File: config.mk
export PLATFORM = sky130hd
export DESIGN_NAME = rcdc_top
export DESIGN_NICKNAME = d
export VERILOG_FILES = /design/src/rcdc_pkg.sv /design/src/rcdc_prbs.sv /design/src/rcdc_top.sv
export SDC_FILE = /design/constraint.sdc
export NUM_CORES = 1
export LEC_CHECK = 0
export BUFFER_PORTS_ARGS = -buffer_cell sky130_fd_sc_hd__buf_2
export CELL_PAD_IN_SITES_DETAIL_PLACEMENT = 2
export CELL_PAD_IN_SITES_GLOBAL_PLACEMENT = 2
export CORE_ASPECT_RATIO = 0.75
export CORE_UTILIZATION = 38
export CTS_BUF_LIST = sky130_fd_sc_hd__clkbuf_16
export CTS_CLUSTER_SIZE = 14
export DETAILED_ROUTE_END_ITERATION = 8
export GPL_TIMING_DRIVEN = 0
export PLACE_DENSITY_LB_ADDON = 0.1
export SKIP_CTS_REPAIR_TIMING = 1
export SLEW_MARGIN = 0
export SYNTH_ARGS = -nofsm -noshare
export SYNTH_HDL_FRONTEND = slang
export SYNTH_HIERARCHICAL = 1
export SYNTH_SLANG_ARGS = --single-unit
File: constraint.sdc
create_clock -name sys_clk -period 2.51 [get_ports sys_clk]
set_input_delay 0.3765 -clock sys_clk [delete_from_list [all_inputs] [get_ports sys_clk]]
set_output_delay 0.3765 -clock sys_clk [all_outputs]
set_load 0.03 [all_outputs]
File: src/rcdc_pkg.sv
// Constants, register map and types shared by the retimer channel control.
// Assumes a 20 MHz system clock and byte addressing on the register bus.
package rcdc_pkg;

    localparam int CH_NUM        = 2;
    localparam int AW            = 8;
    localparam int DW            = 32;

    ////////////////////////////////////////////////////////////////////////////////
    // Register map
    localparam logic [AW-1:0] CH_STRIDE    = 8'h20;
    localparam logic [AW-1:0] REG_CTRL     = 8'h00;
    localparam logic [AW-1:0] REG_DRV      = 8'h04;
    localparam logic [AW-1:0] REG_STAT     = 8'h08;
    localparam logic [AW-1:0] REG_DFE      = 8'h0C;
    localparam logic [AW-1:0] REG_INT_STAT = 8'h40;
    localparam logic [AW-1:0] REG_INT_MASK = 8'h44;

    // Control register fields
    localparam int CTL_SRC_LO    = 0;
    localparam int CTL_PRBS_LONG = 2;
    localparam int CTL_PRBS_EN   = 3;
    localparam int CTL_RATE_LO   = 4;
    localparam int CTL_LB_LO     = 6;
    localparam int CTL_CDR_RST   = 9;
    localparam int CTL_ADAPT_EN  = 10;
    localparam int CTL_W         = 11;
    localparam logic [CTL_W-1:0] CTL_RESET = 11'h4C1;

    // Driver register fields
    localparam int DRV_SWING_LO  = 0;
    localparam int DRV_DEEMPH_LO = 3;
    localparam int DRV_SLEW      = 7;
    localparam int DRV_POL       = 8;
    localparam int DRV_W         = 9;
    localparam logic [DRV_W-1:0] DRV_RESET = 9'h002;

    // Status register fields
    localparam int ST_LOCK       = 0;
    localparam int ST_SIG        = 1;
    localparam int ST_STATE_LO   = 2;
    localparam int ST_BOOST_LO   = 8;
    localparam int ST_MERIT_LO   = 16;

    ////////////////////////////////////////////////////////////////////////////////
    // Widths and sizes
    localparam int SWING_W       = 3;
    localparam int DEEMPH_W      = 4;
    localparam int RATE_W        = 2;
    localparam int LB_W          = 3;
    localparam int BOOST_W       = 4;
    localparam logic [BOOST_W-1:0] BOOST_MAX = 4'hF;
    localparam int MERIT_W       = 8;
    localparam int DFE_TAPS      = 5;
    localparam int TAP_W         = 5;
    localparam logic signed [TAP_W-1:0] TAP_POS_MAX = 5'sh0F;
    localparam logic signed [TAP_W-1:0] TAP_NEG_MAX = -5'sh10;
    localparam int EV_PER_CH     = 3;
    localparam int EV_W          = CH_NUM * EV_PER_CH;

    ////////////////////////////////////////////////////////////////////////////////
    // Timing
    localparam int CLK_PERIOD_NS = 50;
    localparam int REF_CLK_HZ    = 25000000;
    localparam int EQ_SETTLE_NS  = 1000;
    localparam int EQ_SETTLE_CYC = (EQ_SETTLE_NS + CLK_PERIOD_NS - 1) / CLK_PERIOD_NS;
    localparam int DFE_RUN_NS    = 4000;
    localparam int DFE_RUN_CYC   = (DFE_RUN_NS + CLK_PERIOD_NS - 1) / CLK_PERIOD_NS;
    localparam int CNT_W         = 8;

    // Lock window in reference ticks and expected oscillator ticks per rate
    localparam int REF_WIN_W     = 6;
    localparam logic [REF_WIN_W-1:0] REF_WIN_LAST = 6'h3F;
    localparam int VCO_CNT_W     = 12;
    localparam logic [VCO_CNT_W-1:0] VCO_EXPECT [4] = '{12'h100, 12'h0C0, 12'h080, 12'h040};
    localparam logic [VCO_CNT_W-1:0] VCO_TOL     = 12'h002;

    ////////////////////////////////////////////////////////////////////////////////
    // Pattern generator
    localparam int PRBS_W        = 31;
    localparam logic [PRBS_W-1:0] PRBS_SEED = 31'h0000_01FF;
    localparam int P9_A = 8;
    localparam int P9_B = 4;
    localparam int P31_A = 30;
    localparam int P31_B = 27;

    typedef enum logic [1:0] {SRC_RAW, SRC_RETIMED, SRC_PRBS, SRC_LOOP} rcdc_src_t;
    typedef enum logic [2:0] {AD_IDLE, AD_WAIT_LOCK, AD_SETTLE, AD_MEASURE, AD_DFE,
                              AD_DONE} rcdc_adapt_t;

endpackage

File: src/rcdc_prbs.sv
// Pattern generator for one channel, short or long maximal-length sequence.
// Assumes enable and selection are steady register bits.
`timescale 1ns/1ps
module rcdc_prbs
(
    input  wire logic sys_clk,
    input  wire logic rst_n,
    input  wire logic enable,
    input  wire logic long_sel,
    output logic      bit_r
);
    import rcdc_pkg::*;

    logic [PRBS_W-1:0] lfsr_r;
    logic              fb;

    // Feedback from x^9+x^5+1 or x^31+x^28+1
    always_comb begin
        fb = long_sel ? (lfsr_r[P31_A] ^ lfsr_r[P31_B]) : (lfsr_r[P9_A] ^ lfsr_r[P9_B]);
    end

    // Shift, reseed when idle or stuck at zero
    always_ff @(posedge sys_clk or negedge rst_n) begin
        if (!rst_n) begin
            lfsr_r <= PRBS_SEED;
            bit_r  <= 1'b0;
        end else if (!enable || lfsr_r == '0) begin
            lfsr_r <= PRBS_SEED;
            bit_r  <= 1'b0;
        end else begin
            lfsr_r <= {lfsr_r[PRBS_W-2:0], fb};
            bit_r  <= fb;
        end
    end
endmodule

File: src/rcdc_top.sv
// Two-channel retimer control: adaptation, lock judgement, data mux, driver settings.
// Assumes all inputs synchronous to sys_clk; ref_tick is the sampled reference pulse.
//
// The implementer's own choices: the Avalon-MM register port and the address map.
`timescale 1ns/1ps
module rcdc_top
    import rcdc_pkg::*;
(
    input  wire logic                                  sys_clk,
    input  wire logic                                  rst_n,
    input  wire logic [rcdc_pkg::AW-1:0]               avs_address,
    input  wire logic                                  avs_read,
    input  wire logic                                  avs_write,
    input  wire logic [rcdc_pkg::DW-1:0]               avs_writedata,
    output logic      [rcdc_pkg::DW-1:0]               avs_readdata,
    output logic                                       avs_waitrequest,
    output logic                                       irq,
    input  wire logic                                  ref_tick,
    input  wire logic [rcdc_pkg::CH_NUM-1:0]           vco_tick,
    input  wire logic [rcdc_pkg::CH_NUM-1:0]           sig_detect,
    input  wire logic [rcdc_pkg::CH_NUM-1:0]           raw_data,
    input  wire logic [rcdc_pkg::CH_NUM-1:0]           rec_strobe,
    input  wire logic [rcdc_pkg::CH_NUM-1:0][rcdc_pkg::MERIT_W-1:0] merit_in,
    input  wire logic [rcdc_pkg::CH_NUM-1:0]           merit_valid,
    input  wire logic [rcdc_pkg::CH_NUM-1:0]           dfe_err,
    input  wire logic [rcdc_pkg::CH_NUM-1:0]           dfe_update,
    output logic      [rcdc_pkg::CH_NUM-1:0]           out_data,
    output logic      [rcdc_pkg::CH_NUM-1:0]           cdr_rst,
    output logic      [rcdc_pkg::CH_NUM-1:0][rcdc_pkg::RATE_W-1:0]  vco_preset,
    output logic      [rcdc_pkg::CH_NUM-1:0][rcdc_pkg::BOOST_W-1:0] linear_equalizer_boost,
    output logic      [rcdc_pkg::CH_NUM-1:0][rcdc_pkg::DFE_TAPS*rcdc_pkg::TAP_W-1:0]
                                                       decision_feedback_equalizer_taps,
    output logic      [rcdc_pkg::CH_NUM-1:0][rcdc_pkg::SWING_W-1:0] output_swing_setting,
    output logic      [rcdc_pkg::CH_NUM-1:0][rcdc_pkg::DEEMPH_W-1:0] deemph_setting,
    output logic      [rcdc_pkg::CH_NUM-1:0]           slew_limited
);
    import rcdc_pkg::*;

    ////////////////////////////////////////////////////////////////////////////////
    // Register bus slave
    logic                          wait_r;
    logic [DW-1:0]                 rdata_r;
    logic [DW-1:0]                 rd_mux;
    logic                          acc_wr;
    logic [CH_NUM-1:0][CTL_W-1:0]  ctrl_r;
    logic [CH_NUM-1:0][DRV_W-1:0]  drv_r;
    logic [CH_NUM-1:0]             cdr_req_r;
    logic [EV_W-1:0]               int_stat_r;
    logic [EV_W-1:0]               int_mask_r;
    logic [EV_W-1:0]               ev;
    logic                          irq_r;
    logic [CH_NUM-1:0][DW-1:0]     stat_word;
    logic [CH_NUM-1:0][DW-1:0]     dfe_word;
    logic [CH_NUM-1:0]             retimed_bit;

    assign acc_wr          = avs_write & ~wait_r;
    assign avs_waitrequest = wait_r;
    assign avs_readdata    = rdata_r;
    assign irq             = irq_r;

    // One wait cycle, then a single cycle with waitrequest low
    always_ff @(posedge sys_clk or negedge rst_n) begin
        if (!rst_n) begin
            wait_r <= 1'b1;
        end else if ((avs_read | avs_write) & wait_r) begin
            wait_r <= 1'b0;
        end else begin
            wait_r <= 1'b1;
        end
    end

    always_comb begin
        rd_mux = '0;
        for (int c = 0; c < CH_NUM; c++) begin
            if (avs_address == AW'(c * CH_STRIDE + REG_CTRL)) begin
                rd_mux = DW'(ctrl_r[c] & ~(CTL_W'(1) << CTL_CDR_RST));
            end
            if (avs_address == AW'(c * CH_STRIDE + REG_DRV)) begin
                rd_mux = DW'(drv_r[c]);
            end
            if (avs_address == AW'(c * CH_STRIDE + REG_STAT)) begin
                rd_mux = stat_word[c];
            end
            if (avs_address == AW'(c * CH_STRIDE + REG_DFE)) begin
                rd_mux = dfe_word[c];
            end
        end
        if (avs_address == REG_INT_STAT) begin
            rd_mux = DW'(int_stat_r);
        end
        if (avs_address == REG_INT_MASK) begin
            rd_mux = DW'(int_mask_r);
        end
    end

    always_ff @(posedge sys_clk or negedge rst_n) begin
        if (!rst_n) begin
            rdata_r <= '0;
        end else if (avs_read & wait_r) begin
            rdata_r <= rd_mux;
        end
    end

    // Per-channel control and driver registers
    always_ff @(posedge sys_clk or negedge rst_n) begin
        if (!rst_n) begin
            ctrl_r    <= {CH_NUM{CTL_RESET}};
            drv_r     <= {CH_NUM{DRV_RESET}};
            cdr_req_r <= '0;
        end else begin
            for (int c = 0; c < CH_NUM; c++) begin
                cdr_req_r[c] <= 1'b0;
                if (acc_wr && avs_address == AW'(c * CH_STRIDE + REG_CTRL)) begin
                    ctrl_r[c]    <= avs_writedata[CTL_W-1:0] & ~(CTL_W'(1) << CTL_CDR_RST);
                    cdr_req_r[c] <= avs_writedata[CTL_CDR_RST];
                end
                if (acc_wr && avs_address == AW'(c * CH_STRIDE + REG_DRV)) begin
                    drv_r[c] <= avs_writedata[DRV_W-1:0];
                end
            end
        end
    end

    ////////////////////////////////////////////////////////////////////////////////
    // Interrupt status, write one to clear, set wins
    always_ff @(posedge sys_clk or negedge rst_n) begin
        if (!rst_n) begin
            int_stat_r <= '0;
            int_mask_r <= '0;
            irq_r      <= 1'b0;
        end else begin
            if (acc_wr && avs_address == REG_INT_STAT) begin
                int_stat_r <= (int_stat_r & ~avs_writedata[EV_W-1:0]) | ev;
            end else begin
                int_stat_r <= int_stat_r | ev;
            end
            if (acc_wr && avs_address == REG_INT_MASK) begin
                int_mask_r <= avs_writedata[EV_W-1:0];
            end
            irq_r <= |(int_stat_r & int_mask_r);
        end
    end

    ////////////////////////////////////////////////////////////////////////////////
    // Channels, independent except the loop source, which takes the other channel's retimed bit
    for (genvar g = 0; g < CH_NUM; g++) begin : g_ch
        logic [REF_WIN_W-1:0]     ref_cnt_r;
        logic [VCO_CNT_W-1:0]     vco_cnt_r;
        logic [VCO_CNT_W-1:0]     expect_cnt;
        logic                     trans_r;
        logic                     lock_r;
        logic                     raw_q_r;
        logic                     retimed_r;
        logic                     cdr_rst_r;
        logic                     lock_lost;
        logic                     win_end;
        logic                     in_range;
        rcdc_adapt_t              st_r;
        logic [BOOST_W-1:0]       boost_r;
        logic [BOOST_W-1:0]       best_boost_r;
        logic [MERIT_W-1:0]       best_merit_r;
        logic [LB_W-1:0]          beyond_r;
        logic [CNT_W-1:0]         wait_cnt_r;
        logic                     done_ev_r;
        logic                     improved;
        logic [DFE_TAPS-1:0]      hist_r;
        logic signed [TAP_W-1:0]  tap_r [DFE_TAPS];
        logic                     prbs_bit;
        logic                     mux_bit;
        logic [CTL_W-1:0]         ctl;

        assign ctl        = ctrl_r[g];
        assign expect_cnt = VCO_EXPECT[ctl[CTL_RATE_LO +: RATE_W]];
        assign win_end    = ref_tick && ref_cnt_r == REF_WIN_LAST;
        assign in_range   = (vco_cnt_r + VCO_TOL >= expect_cnt) &&
                            (vco_cnt_r <= expect_cnt + VCO_TOL);
        assign lock_lost  = win_end && lock_r && !(in_range && trans_r);

        // Oscillator count over a reference window, transitions required
        always_ff @(posedge sys_clk or negedge rst_n) begin
            if (!rst_n) begin
                ref_cnt_r <= '0;
                vco_cnt_r <= '0;
                trans_r   <= 1'b0;
                lock_r    <= 1'b0;
                raw_q_r   <= 1'b0;
            end else begin
                raw_q_r <= raw_data[g];
                if (cdr_rst_r) begin
                    ref_cnt_r <= '0;
                    vco_cnt_r <= '0;
                    trans_r   <= 1'b0;
                    lock_r    <= 1'b0;
                end else if (win_end) begin
                    ref_cnt_r <= '0;
                    vco_cnt_r <= '0;
                    trans_r   <= 1'b0;
                    lock_r    <= in_range && trans_r;
                end else begin
                    ref_cnt_r <= ref_cnt_r + REF_WIN_W'(ref_tick);
                    if (vco_tick[g] && vco_cnt_r != '1) begin
                        vco_cnt_r <= vco_cnt_r + VCO_CNT_W'(1);
                    end
                    if (raw_data[g] ^ raw_q_r) begin
                        trans_r <= 1'b1;
                    end
                end
            end
        end

        // Preset per rate, reset on request or on loss of lock
        always_ff @(posedge sys_clk or negedge rst_n) begin
            if (!rst_n) begin
                cdr_rst_r <= 1'b0;
            end else begin
                cdr_rst_r <= cdr_req_r[g] | lock_lost;
            end
        end

        // Retime on the recovered clock strobe
        always_ff @(posedge sys_clk or negedge rst_n) begin
            if (!rst_n) begin
                retimed_r <= 1'b0;
            end else if (rec_strobe[g]) begin
                retimed_r <= raw_data[g];
            end
        end

        assign improved = (merit_in[g] > best_merit_r) || (boost_r == '0);

        // Adaptation sequencer
        always_ff @(posedge sys_clk or negedge rst_n) begin
            if (!rst_n) begin
                st_r         <= AD_IDLE;
                boost_r      <= '0;
                best_boost_r <= '0;
                best_merit_r <= '0;
                beyond_r     <= '0;
                wait_cnt_r   <= '0;
                done_ev_r    <= 1'b0;
            end else begin
                done_ev_r <= 1'b0;
                if (cdr_rst_r) begin
                    st_r    <= AD_WAIT_LOCK;
                    boost_r <= '0;
                end else if (!sig_detect[g] || !ctl[CTL_ADAPT_EN]) begin
                    st_r <= AD_IDLE;
                end else begin
                    case (st_r)
                        AD_IDLE: begin
                            st_r <= AD_WAIT_LOCK;
                        end
                        AD_WAIT_LOCK: begin
                            if (lock_r) begin
                                boost_r      <= '0;
                                best_boost_r <= '0;
                                best_merit_r <= '0;
                                beyond_r     <= '0;
                                wait_cnt_r   <= '0;
                                st_r         <= AD_SETTLE;
                            end
                        end
                        AD_SETTLE: begin
                            wait_cnt_r <= wait_cnt_r + CNT_W'(1);
                            if (wait_cnt_r == CNT_W'(EQ_SETTLE_CYC - 1)) begin
                                st_r <= AD_MEASURE;
                            end
                        end
                        AD_MEASURE: begin
                            if (merit_valid[g]) begin
                                wait_cnt_r <= '0;
                                if (improved) begin
                                    best_merit_r <= merit_in[g];
                                    best_boost_r <= boost_r;
                                    beyond_r     <= '0;
                                end else begin
                                    beyond_r <= beyond_r + LB_W'(1);
                                end
                                if (!improved && beyond_r >= ctl[CTL_LB_LO +: LB_W]) begin
                                    boost_r <= best_boost_r;
                                    st_r    <= AD_DFE;
                                end else if (boost_r == BOOST_MAX) begin
                                    boost_r <= improved ? boost_r : best_boost_r;
                                    st_r    <= AD_DFE;
                                end else begin
                                    boost_r <= boost_r + BOOST_W'(1);
                                    st_r    <= AD_SETTLE;
                                end
                            end
                        end
                        AD_DFE: begin
                            wait_cnt_r <= wait_cnt_r + CNT_W'(1);
                            if (wait_cnt_r == CNT_W'(DFE_RUN_CYC - 1)) begin
                                done_ev_r <= 1'b1;
                                st_r      <= AD_DONE;
                            end
                        end
                        AD_DONE: begin
                            st_r <= AD_DONE;
                        end
                        default: begin
                            st_r <= AD_IDLE;
                        end
                    endcase
                end
            end
        end

        // Sign-sign tap adaptation after the linear stage, only in AD_DFE and AD_DONE
        always_ff @(posedge sys_clk or negedge rst_n) begin
            if (!rst_n) begin
                hist_r <= '0;
                for (int k = 0; k < DFE_TAPS; k++) begin
                    tap_r[k] <= '0;
                end
            end else if (cdr_rst_r) begin
                for (int k = 0; k < DFE_TAPS; k++) begin
                    tap_r[k] <= '0;
                end
            end else if (dfe_update[g] && (st_r == AD_DFE || st_r == AD_DONE)) begin
                hist_r <= {hist_r[DFE_TAPS-2:0], retimed_r};
                for (int k = 0; k < DFE_TAPS; k++) begin
                    if (dfe_err[g] ^ hist_r[k]) begin
                        if (tap_r[k] != TAP_NEG_MAX) begin
                            tap_r[k] <= tap_r[k] - TAP_W'(1);
                        end
                    end else if (tap_r[k] != TAP_POS_MAX) begin
                        tap_r[k] <= tap_r[k] + TAP_W'(1);
                    end
                end
            end
        end

        rcdc_prbs u_prbs (
            .sys_clk  (sys_clk),
            .rst_n    (rst_n),
            .enable   (ctl[CTL_PRBS_EN]),
            .long_sel (ctl[CTL_PRBS_LONG]),
            .bit_r    (prbs_bit)
        );

        // Output source select
        always_comb begin
            case (rcdc_src_t'(ctl[CTL_SRC_LO +: 2]))
                SRC_RAW:     mux_bit = raw_q_r;
                SRC_RETIMED: mux_bit = retimed_r;
                SRC_PRBS:    mux_bit = prbs_bit;
                SRC_LOOP:    mux_bit = retimed_bit[CH_NUM - 1 - g];
                default:     mux_bit = retimed_r;
            endcase
        end

        logic out_r;
        // Polarity applied at the driver
        always_ff @(posedge sys_clk or negedge rst_n) begin
            if (!rst_n) begin
                out_r <= 1'b0;
            end else begin
                out_r <= mux_bit ^ drv_r[g][DRV_POL];
            end
        end

        assign retimed_bit[g]            = retimed_r;
        assign out_data[g]               = out_r;
        assign cdr_rst[g]                = cdr_rst_r;
        assign vco_preset[g]             = ctrl_r[g][CTL_RATE_LO +: RATE_W];
        assign linear_equalizer_boost[g] = boost_r;
        assign output_swing_setting[g]   = drv_r[g][DRV_SWING_LO +: SWING_W];
        assign deemph_setting[g]         = drv_r[g][DRV_DEEMPH_LO +: DEEMPH_W];
        assign slew_limited[g]           = drv_r[g][DRV_SLEW];
        for (genvar k = 0; k < DFE_TAPS; k++) begin : g_tap
            assign decision_feedback_equalizer_taps[g][k*TAP_W +: TAP_W] = tap_r[k];
        end

        assign ev[g*EV_PER_CH]     = win_end && !lock_r && in_range && trans_r && !cdr_rst_r;
        assign ev[g*EV_PER_CH + 1] = lock_lost && !cdr_rst_r;
        assign ev[g*EV_PER_CH + 2] = done_ev_r;

        assign stat_word[g] = DW'({best_merit_r, BOOST_W'(0), boost_r, 3'h0, st_r,
                                   sig_detect[g], lock_r});
        assign dfe_word[g]  = DW'(decision_feedback_equalizer_taps[g]);
    end
endmodule

==> key figures <==
Finish
  • Register Area: 7870 um^2
  • Layout cells sized above 1: 0.228
  • Nets: 2,185
  • Util after Layout: 0.456
  • Final Cell Area: 21,100 um^2
  • Non-Filler Instances: 2,679
  • Commonest cells after routing, fill and taps aside: dfrtp_1 (280), buf_2 (179), nor2_1 (165)
  • Area growth syn-to-layout: 17.9%
  • Multi-input gate area: 9360 um^2
  • # fillers: 4,981
  • Leading cell type in the layout, fill and taps excluded: dfrtp_1

Placed design
  • Dpl cells: 2,590
  • DPL Wire Length: 44,900 um
  • I/O Buffers: 158
  • Placed Area: 19,600 um^2
  • RD Place Congestion: 0.855

Worst setup path
  • Buf/Inv on CP: 1
  • Crit Path Max Fanout: 6
  • Worst path top cell family by delay: compound AO/OA/AOI/OAI gates
  • Crit path DAT: 2920 ps
  • Crit end category: register
  • Crit Path Category: register to register
  • WP data required: 2940 ps
  • CP startpoint kind: register
  • CP max-delay cell: nor4_4
  • CP max stage delay: 410 ps
  • Critical Path, Cell by Cell: inv_1, ha_1, nor2b_1, o211ai_1, a211oi_4, nor4_4, mux2_2, a32o_1

Floorplanning
  • Core area: 46,300 um^2
  • Die width: 253 um
  • Die Y: 190 um
  • # rows: 68
  • Starting density of the core: 0.387
  • Io pins: 191
  • Die Area: 48,000 um^2

Timing
  • Final period utilization: 0.992
  • Fin. Hold Viols: 0
  • Crit path time final: 2490 ps
  • Rel. slew slack: 0.400
  • RSZ-0062 raised after global routing: yes
  • Setup violators final: 0
  • Final Skew: 15.6 ps
  • Final Hold Slack: 40.9 ps
  • Actual slew at the worst max-slew pin: 900 ps
  • Max Clk Rate: 0.402 GHz
  • Slew Limit Fails: 0

Detailed routing
  • DR top layer: met4
  • Residual DRC: 0
  • Drt pass-1 iters: 4
  • DR iter-0 viols: 877
  • Total Wirelength: 60,800 um
  • Via count: 14,600
  • M1 wire length: 29,500 um
  • Wirelength per Cell: 22.7 um
  • Met3 WL post-DR: 1990 um
  • Routed wl met2: 28,200 um
  • Via-to-Cell Ratio: 5.46
  • DRT antenna net count: 0

Clocking
  • Clock tree from TritonCTS: done
  • Clk buf depth: 3
  • Clock H-tree levels: 2
  • Sinks on Clock Net: 313
  • Clock root buffer: clkbuf_16
  • Clock slew at reported path FFs: 60 ps
  • TritonCTS Buffers: 38
  • Clock insertion delay at the later pin of the skew report: 550 ps

Pwr
  • Switching part of the total: 0.296
  • Pwr dens: 613 nW/um^2
  • Worst vdd ir: 0.474 mV
  • Clock Power Share: 0.417
  • Power Total: 13,000 uW
  • Leak: 0.00987 uW
  • Net Sw Power: 3830 uW
  • Sequential share of power: 0.436
  • P_int: 9120 uW
  • Combinational power share: 0.147

Logic synthesis
  • Largest area contributor in the netlist: dfrtp_1
  • Largest cells by area after synthesis: dfrtp_1 (40%), ha_1 (6.0%), dfstp_2 (4.3%)
  • Post-Syn Instances: 1,794
  • Synthesized area: 17,900 um^2
  • Synth warnings: 6
  • Synth top area share: 0.397
  • Mean area per synthesized cell: 9.99 um^2
  • Sequential fraction of the synthesis area: 0.439
  • Ys flop type: dfrtp_1
  • Yosys cell types: 98
  • Number of synthesized flops with an enable pin: 0
  • Async S/R FF share, synth: 1.00
  • Yosys reg bits: 313

Flow run
  • Max-Cap Viols: 0

GRT
  • Global-route wire length before repair: 93,400 um
  • Antenna violations before repair: 6
  • Largest net degree at the start of global routing: 111
  • GR Overflow Total: 0
  • GRT Util Overall: 0.251
  • Vias in the first global route: 15,700

Hold path
  • Worst Hold Class: input port to register

Run status
  • Outcome: finished, final reports clean
## cell type report
| cell class | instances | area share |
|---|---|---|
| Antenna cell | 5 | 0.000592 |
| Buffer | 101 | 0.0274 |
| Clock buffer | 38 | 0.0450 |
| Clock inverter | 32 | 0.0109 |
| Inverter | 92 | 0.0163 |
| Multi-Input combinational cell | 1293 | 0.443 |
| Sequential cell | 313 | 0.373 |
| Tap cell | 630 | 0.0373 |
| Timing Repair Buffer | 175 | 0.0468 |
## layer usage
metal	global-route usage	up-vias
li1	-	6756
met1	0.360	7582
met2	0.400	221
met3	0.0319	74
met4	0.0587	0
met5	0	-
## cell usage after synthesis, types with 16 or more instances
library cell	count
nand4_1	30
and2_1	52
dfrtp_1	284
xor2_1	50
or3_1	16
xnor2_1	45
o21ai_0	62
dfstp_2	29
inv_1	91
a21o_1	22
nor2_1	169
a22o_1	27
o21ai_1	24
mux2i_1	48
mux2_2	56
nor2b_1	40
nand2_1	98
buf_4	31
a21oi_1	94
ha_1	86
nor3_1	36
nand3_1	60
buf_2	28
clkbuf_1	39
o22ai_1	19
## logic make-up (layout without fill, tap and decap cells)
group           count (synthesis)  count (layout)  synth area share
flops                         313             313             0.439
buf+inv                       194             438            0.0501
xor+xnor                       95              95            0.0464
compound gates                364             364             0.135
mux                           111             111            0.0677
simple gates                  620             620             0.190
other cells                     1              12          0.000209
fa+ha+maj                      96              96            0.0712
## sequential cells by signal, summed over array words and instances (netlist names), 6 cells and up
name,count
avs_readdata,25
decision_feedback_equalizer_taps,50
deemph_setting,8
g_ch.best_boost_r,8
g_ch.best_merit_r,16
g_ch.beyond_r,6
g_ch.boost_r,8
g_ch.ctl,20
g_ch.hist_r,10
g_ch.ref_cnt_r,12
g_ch.st_r,6
g_ch.u_prbs/lfsr_r,62
g_ch.vco_cnt_r,24
g_ch.wait_cnt_r,16
int_mask_r,6
int_stat_r,6
output_swing_setting,6
## power groups by stage
stage	Sequential (uW)	Clock [uW]	Combinational [uW]
finish	5640	5400	1910
global route	5680	5700	2130
CTS	5640	5530	1820
detailed placement	5730	0	1800
global placement	5710	0	1680
floorplan	5660	0	1130
## final timing paths
path | start | end | slack (ps) | cells past startpoint
max in group asynchronous | rst_n | g_ch[0].best_merit_r[7] | 870 | 3
worst max register to register | g_ch[1].best_merit_r[1] | g_ch[1].boost_r[0] | 20 | 8
worst min register to register | cdr_req_r[0] | g_ch[0].cdr_rst_r | 450 | 1
worst max-delay path | g_ch[1].best_merit_r[1] | g_ch[1].boost_r[0] | 20 | 8
min in group asynchronous | rst_n | g_ch[1].vco_cnt_r[3] | 540 | 2
worst min-delay path | avs_read | avs_waitrequest | 40 | 2
## per-stage QoR
stage | worst slack (ps) | setup TNS, ps
3_5_place_dp | -257 | -5530
2_1_floorplan | 304 | 0
4_1_cts | -250 | -4290
3_3_place_gp | -5320 | -1596100
5_1_grt | -76.1 | -488
6_report | 19.5 | 0
Power figures use the tool's default switching activity.
